$ cat src/verilog/baud_pkg.sv
// shared constants and decode helpers for the serial bit-rate generator
package baud_pkg;
   // register indices as printed; byte address is four times the index
   localparam logic [9:0] RX_CTRL_INDEX = 10'h018;
   localparam logic [9:0] TX_CTRL_INDEX = 10'h098;
   localparam logic [9:0] DIVISOR_INDEX = 10'h099;
   localparam logic [11:0] RX_CTRL_ADDR = {RX_CTRL_INDEX, 2'b00};
   localparam logic [11:0] TX_CTRL_ADDR = {TX_CTRL_INDEX, 2'b00};
   localparam logic [11:0] DIVISOR_ADDR = {DIVISOR_INDEX, 2'b00};

   // reset values
   localparam logic [7:0] TX_CTRL_RESET = 8'h02;
   localparam logic [7:0] RX_CTRL_RESET = 8'h00;
   localparam logic [7:0] DIVISOR_RESET = 8'h00;

   // writable bits; the rest are status or read as zero
   localparam logic [7:0] TX_CTRL_WMASK = 8'hF5;
   localparam logic [7:0] RX_CTRL_WMASK = 8'hF8;

   // field positions in the transmit control register
   localparam int TX_CLK_MASTER_BIT = 7;
   localparam int TX_SYNC_BIT = 4;
   localparam int TX_HIGH_SPEED_SELECT_BIT = 2;
   localparam int TX_SHIFT_EMPTY_BIT = 1;

   // prescale factors per mode
   localparam logic [6:0] PRESCALE_ASYNC_LOW = 7'h40;
   localparam logic [6:0] PRESCALE_ASYNC_HIGH = 7'h10;
   localparam logic [6:0] PRESCALE_SYNC = 7'h04;

   // prescale factor: sync mode ignores the high-speed select
   function automatic logic [6:0] prescale_of(input logic sync, input logic hs);
      if (sync)
         prescale_of = PRESCALE_SYNC;
      else if (hs)
         prescale_of = PRESCALE_ASYNC_HIGH;
      else
         prescale_of = PRESCALE_ASYNC_LOW;
   endfunction : prescale_of

   // clock cycles between two bit-rate ticks
   function automatic logic [14:0] period_of(input logic sync, input logic hs,
                                             input logic [7:0] div);
      // widen before the product so 64 times 256 does not wrap
      period_of = 15'(prescale_of(sync, hs)) * (15'(div) + 15'h0001);
   endfunction : period_of
endpackage : baud_pkg

$ cat src/verilog/baud_gen.sv
// serial port bit-rate generator with apb register access
//
// Functional notes
// - async, low speed: rate is clock over 64 times divisor plus one
// - async, high speed: rate is clock over 16 times divisor plus one
// - sync mode: rate is clock over 4 times divisor plus one
// - any divisor write restarts the timer at once
// - divisor is one unsigned 8-bit register, 0 to 255
// - reset values: tx control 0x02, rx control 0x00, divisor 0x00
// - divisor sets reload period of a free-running 8-bit timer
// - sync mode ignores the high-speed select
// - always ticks in async mode; in sync mode ticks only when the port is clock master
//
// Chosen here: the APB interface to the registers.
`timescale 1ns/1ps
module baud_gen
(
   input wire logic pclk,
   input wire logic presetn,
   input wire logic ce,
   input wire logic psel,
   input wire logic penable,
   input wire logic pwrite,
   input wire logic [11:0] paddr,
   input wire logic [31:0] pwdata,
   output logic [31:0] prdata,
   output logic pready,
   output logic pslverr,
   input wire logic tx_shift_empty,
   input wire logic [2:0] rx_flags,
   output logic [7:0] tx_ctrl,
   output logic [7:0] rx_ctrl,
   output logic bit_tick
);
   logic [7:0] tx_ctrl_reg;
   logic [7:0] rx_ctrl_reg;
   logic [7:0] baud_divisor_reg;
   logic [31:0] prdata_reg;
   logic pready_reg;
   logic pslverr_reg;
   logic bit_tick_reg;
   logic setup;
   logic commit;
   logic wr_tx;
   logic wr_rx;
   logic wr_div;
   logic sync_mode;
   logic high_speed_select;
   logic master;
   logic [6:0] prescale;
   logic expire;

   assign setup = psel && !penable && !pready_reg;
   assign commit = psel && penable && pready_reg;
   assign wr_tx = commit && pwrite && (paddr == baud_pkg::TX_CTRL_ADDR);
   assign wr_rx = commit && pwrite && (paddr == baud_pkg::RX_CTRL_ADDR);
   assign wr_div = commit && pwrite && (paddr == baud_pkg::DIVISOR_ADDR);

   assign sync_mode = tx_ctrl_reg[baud_pkg::TX_SYNC_BIT];
   assign high_speed_select = tx_ctrl_reg[baud_pkg::TX_HIGH_SPEED_SELECT_BIT];
   // async always generates its own clock; sync only as clock master
   assign master = !sync_mode || tx_ctrl_reg[baud_pkg::TX_CLK_MASTER_BIT];
   assign prescale = baud_pkg::prescale_of(sync_mode, high_speed_select);

   assign prdata = prdata_reg;
   assign pready = pready_reg;
   assign pslverr = pslverr_reg;
   assign tx_ctrl = tx_ctrl_reg;
   assign rx_ctrl = rx_ctrl_reg;
   assign bit_tick = bit_tick_reg;

   ////////////////////////////////////////////////////////////////////////////////
   // apb handshake: one wait-free access, data latched in the setup cycle
   always_ff @(posedge pclk or negedge presetn)
   begin
      if (!presetn)
      begin
         pready_reg <= 1'b0;
         pslverr_reg <= 1'b0;
         prdata_reg <= 32'h0000_0000;
      end
      else if (ce)
      begin
         pready_reg <= setup;
         if (setup)
         begin
            pslverr_reg <= 1'b0;
            prdata_reg <= 32'h0000_0000;
            case (paddr)
               baud_pkg::TX_CTRL_ADDR: prdata_reg <= {24'h00_0000, tx_ctrl_reg};
               baud_pkg::RX_CTRL_ADDR: prdata_reg <= {24'h00_0000, rx_ctrl_reg};
               baud_pkg::DIVISOR_ADDR: prdata_reg <= {24'h00_0000, baud_divisor_reg};
               default: pslverr_reg <= 1'b1;
            endcase
         end
         else if (commit)
            pslverr_reg <= 1'b0;
      end
   end

   ////////////////////////////////////////////////////////////////////////////////
   always_ff @(posedge pclk or negedge presetn)
   begin
      if (!presetn)
         tx_ctrl_reg <= baud_pkg::TX_CTRL_RESET;
      else if (ce)
      begin
         if (wr_tx)
            tx_ctrl_reg <= (pwdata[7:0] & baud_pkg::TX_CTRL_WMASK)
               | (tx_ctrl_reg & ~baud_pkg::TX_CTRL_WMASK);
         // shift-empty status follows the transmitter every cycle
         tx_ctrl_reg[baud_pkg::TX_SHIFT_EMPTY_BIT] <= tx_shift_empty;
      end
   end

   always_ff @(posedge pclk or negedge presetn)
   begin
      if (!presetn)
         rx_ctrl_reg <= baud_pkg::RX_CTRL_RESET;
      else if (ce)
      begin
         if (wr_rx)
            rx_ctrl_reg[7:3] <= pwdata[7:3];
         rx_ctrl_reg[2:0] <= rx_flags;
      end
   end

   always_ff @(posedge pclk or negedge presetn)
   begin
      if (!presetn)
         baud_divisor_reg <= baud_pkg::DIVISOR_RESET;
      else if (ce && wr_div)
         baud_divisor_reg <= pwdata[7:0];
   end

   ////////////////////////////////////////////////////////////////////////////////
   // restart uses the written value directly so the new rate starts now
   bit_rate_timer u_timer
   (
      .pclk(pclk),
      .presetn(presetn),
      .ce(ce),
      .restart(wr_div),
      .run(master),
      .prescale_last(6'(prescale - 7'h01)),
      .load(wr_div ? pwdata[7:0] : baud_divisor_reg),
      .expire(expire)
   );

   always_ff @(posedge pclk or negedge presetn)
   begin
      if (!presetn)
         bit_tick_reg <= 1'b0;
      else if (ce)
         bit_tick_reg <= expire && master;
   end

   ////////////////////////////////////////////////////////////////////////////////
   // helper: cycles since last tick, valid only with settings untouched
   logic [14:0] gap_cnt;
   logic gap_valid;

   always_ff @(posedge pclk or negedge presetn)
   begin
      if (!presetn)
      begin
         gap_cnt <= 15'h0000;
         gap_valid <= 1'b0;
      end
      else if (ce)
      begin
         gap_cnt <= bit_tick_reg ? 15'h0001 : gap_cnt + 15'h0001;
         if (commit || !master)
            gap_valid <= 1'b0;
         else if (bit_tick_reg)
            gap_valid <= 1'b1;
      end
   end
endmodule : baud_gen

$ cat src/verilog/bit_rate_timer.sv
// prescaler and 8-bit reload timer that paces the bit-rate tick
`timescale 1ns/1ps
module bit_rate_timer
(
   input wire logic pclk,
   input wire logic presetn,
   input wire logic ce,
   input wire logic restart,
   input wire logic run,
   input wire logic [5:0] prescale_last,
   input wire logic [7:0] load,
   output logic expire
);
   logic [5:0] pre_reg;
   logic [7:0] cnt_reg;
   logic pre_done;

   // >= so a mode change to a shorter prescale never overshoots
   assign pre_done = (pre_reg >= prescale_last);
   assign expire = run && !restart && pre_done && (cnt_reg == 8'h00);

   ////////////////////////////////////////////////////////////////////////////////
   always_ff @(posedge pclk or negedge presetn)
   begin
      if (!presetn)
      begin
         pre_reg <= 6'h00;
         cnt_reg <= 8'h00;
      end
      else if (ce)
      begin
         if (restart || !run)
         begin
            pre_reg <= 6'h00;
            cnt_reg <= load;
         end
         else if (pre_done)
         begin
            pre_reg <= 6'h00;
            cnt_reg <= (cnt_reg == 8'h00) ? load : cnt_reg - 8'h01;
         end
         else
            pre_reg <= pre_reg + 6'h01;
      end
   end
endmodule : bit_rate_timer
$ cat config.mk
export PLATFORM = sky130hd
export DESIGN_NAME = baud_gen
export DESIGN_NICKNAME = d
export VERILOG_FILES = /design/src/verilog/baud_pkg.sv /design/src/verilog/baud_gen.sv /design/src/verilog/bit_rate_timer.sv
export SDC_FILE = /design/constraint.sdc
export NUM_CORES = 1
export LEC_CHECK = 0
export BUFFER_PORTS_ARGS = -buffer_cell sky130_fd_sc_hd__buf_2
export CELL_PAD_IN_SITES_DETAIL_PLACEMENT = 1
export CELL_PAD_IN_SITES_GLOBAL_PLACEMENT = 2
export CORE_MARGIN = 8
export CORE_UTILIZATION = 32
export CTS_CLUSTER_DIAMETER = 80
export DETAILED_ROUTE_END_ITERATION = 16
export MAX_ROUTING_LAYER = met4
export PLACE_DENSITY = 0.86
export SYNTH_ARGS = -nofsm -noshare
export SYNTH_HDL_FRONTEND = slang
export SYNTH_SLANG_ARGS = --single-unit
$ cat constraint.sdc
create_clock -name pclk -period 4.8 [get_ports pclk]
set_clock_uncertainty 0.1 [all_clocks]
set_input_delay 0.72 -clock pclk [delete_from_list [all_inputs] [get_ports pclk]]
set_output_delay 0.72 -clock pclk [all_outputs]
set_load 0.02 [all_outputs]
==> reports/results.txt <==
Status = complete, no violations
Synth top area cells = dfrtp_1 (42%), buf_4 (6.6%), mux2_2 (6.0%), a21oi_1 (3.4%), mux2i_1 (3.2%)
Row cnt = 34
Clock slew at reported path FFs = 90 ps
Compound-Gate Fraction of Synth Area = 18.9%
Crit path capture = u_timer.cnt_reg[2]
Post-synthesis xor/xnor area fraction = 0.620%
Endpoints failing setup = 0
Critical path startpoint = tx_ctrl[4]
Pint = 617 µW
Latest clock arrival within the worst-skew pair = 300 ps
Count leader, synth = dfrtp_1
Adder-cell share of the synthesized area = 3.10%
Antenna cells = 0
Wire per inst = 17.9 µm
CP required = 4930 ps
Switching power = 294 µW
Initial core utilization = 32.7%
Number of warnings issued by yosys = 0
Die X = 110 µm
1st-iter DRT viols = 60
R2R cell count = 7
Final hold vios = 0
Num Clock Sinks = 48
Largest net degree at the start of global routing = 49
Pleak = 1.54 nW
Post-CTS setup buffers = 0
Hold Crit Class = flip-flop to flip-flop
Post-Synth Simple-Gate Area = 14.7%
Max Slew Vio Count = 0
Clk pwr share = 26.6%
Gpl congestion = 0.867
Largest family of logic cells by synthesized area = compound AO/OA/AOI/OAI gates
Post-DP HPWL = 5920 µm
CTS Hold Buffers Added = 0
Reg2reg end = u_timer.cnt_reg[2]
Synth Register Bits = 48
First drt pass iteration count = 4
Die area = 12,100 µm²
EDFF count, synth = 0
PortBufs = 55
Ys flop type = dfrtp_1
Die height = 110 µm
Sequential standard cell area = 1200 µm²
Critical path endpoint category = flip-flop
Inserted Clock Buffers = 5
Synth cell types = 58
CP Launch Type = flip-flop
Critical Setup Path Class = flip-flop to flip-flop
Slew at the pin with the worst max-slew slack = 1100 ps
Multiplexer area fraction after synthesis = 10.4%
Sequential power share = 52.8%
Share of cells above drive strength 1 = 29.3%
Final Net Count = 384
Max-Cap Viols = 0
DRT Wirelength = 7740 µm
H-Tree Depth = 2
Net Sw Frac = 32.3%
Power density of the placed cells = 287 nW/µm²
Critical Path AT = 3020 ps
Pre-CTS setup slack = 1620 ps
Sequential share of the synthesized area = 42.5%
Resized cells post-CTS = 0
Maximum vdd drop = 0.171 mV
Setup TNS = 0 ps
Max-slew headroom = 26.6%
Clk buf depth = 2
Period utilization = 60.3%
Fmax = 345 MHz
Post-Syn Area per Cell = 10.3 µm²
Cell Area, Synth = 2830 µm²
Most frequent cells after synthesis = dfrtp_1 (47), buf_4 (25), nor2_1 (22)
RSZ-0062 raised after global routing = no
Placeable Area = 8640 µm²
Final min period = 2890 ps
Fin worst setup slack = 1910 ps
RR Startpoint = tx_ctrl[4]
Crit Path Max Fanout = 12
Vias in the first global route = 2,470
# DRC = 0
Post-synth ARST share = 100%
Initial antenna violation count = 0
Fillers = 999
Post-synth top area share = 41.6%
R2R setup slack = 1910 ps
Comb power frac = 20.5%
Mapped Cells = 275
GR Overflow Total = 0
Multi-input gate area = 1440 µm²
Wire length of the first global-routing pass = 12,500 µm
Cell taking the most area after synthesis = dfrtp_1
Area Overhead vs Synth = 12.4%
I/O pin total = 105
CTS tree = yes
Routed vias = 2,260
GRT Overall Usage = 13.3%
Drt via density = 5.23
Clock root cell = clkbuf_8
Antenna Violating Nets Remaining = 0
worst max-delay path, stage by stage, from the launching register on:
cell,delay (ps)
dfrtp_1,500
or2_2,370
ha_1,300
a21o_1,160
a21oi_1,270
o211ai_1,440
and2_1,450
a32oi_1,230
worst min path at each step:
stage	from	cells past startpoint	end
after floorplan	presetn	0	baud_divisor_reg[0]
after global placement	prdata[5]	1	prdata[5]
after detailed placement	prdata[5]	1	prdata[5]
after CTS	prdata[5]	1	prdata[5]
after global routing	prdata[5]	1	prdata[5]
final	bit_tick	1	bit_tick
through the flow:
stage | total power [mW] | hold WS, ps | std cells | cell area (µm²) | util [%]
floorplan | 0.620 | 324 | 299 | 2920 | -
global placement | 0.669 | 373 | 424 | 3090 | 35.8
detailed placement | 0.677 | 379 | 424 | 3090 | 35.8
CTS | 0.921 | 398 | 432 | 3180 | 36.8
global route | 0.958 | 414 | 432 | 3180 | 36.8
finish | 0.911 | 394 | 432 | 3180 | 36.8
cells in the final DEF (no fill, tap or decap), types with 4 or more instances in the layout:
cell / instances
a32oi_1: 4
mux2_2: 15
clkbuf_8: 5
conb_1: 25
mux2i_1: 9
o21ai_0: 7
a32o_1: 6
nor3_1: 7
o211ai_1: 5
inv_1: 6
nand3_1: 5
dfrtp_1: 47
nand2_1: 13
buf_2: 55
ha_1: 7
a21oi_1: 19
nor2_1: 22
o2bb2ai_1: 4
cell type report:
type / count / share of cell area, %
multi-input combinational: 205 / 45.4
sequential: 48 / 37.8
timing repair buffer: 57 / 9.14
tap: 108 / 4.25
clock buffer: 6 / 2.28
inverter: 6 / 0.709
clock inverter: 2 / 0.394
cell families (layout without fill, tap and decap cells):
kind of cell               Yosys count  count (layout)
AOI/OAI and AO/OA                   69              69
buffers and inverters               46              71
other                                1              25
adders and majority gates            7               7
DFF                                 48              48
and+or+nand+nor                     75              75
muxes                               27              27
xor gates and xnor gates             2               2
power by group through the flow:
| stage | combinational, mW | sequential, mW | clock [mW] |
|---|---|---|---|
| after floorplan | 0.117 | 0.503 | 0 |
| after global placement | 0.183 | 0.486 | 0 |
| after detailed placement | 0.189 | 0.488 | 0 |
| after CTS | 0.190 | 0.481 | 0.250 |
| after global routing | 0.208 | 0.488 | 0.263 |
| final | 0.187 | 0.481 | 0.242 |
routing by layer:
| layer | up-vias | GRT usage (%) | wire length [µm] |
|---|---|---|---|
| li1 | 1064 | - | - |
| met1 | 1121 | 16.7 | 3470 |
| met2 | 65 | 22.1 | 3890 |
| met3 | 10 | 1.45 | 271 |
| met4 | 0 | 4.05 | 112 |
| met5 | - | - | 0 |
No activity file was read; power rests on OpenSTA's default activity.
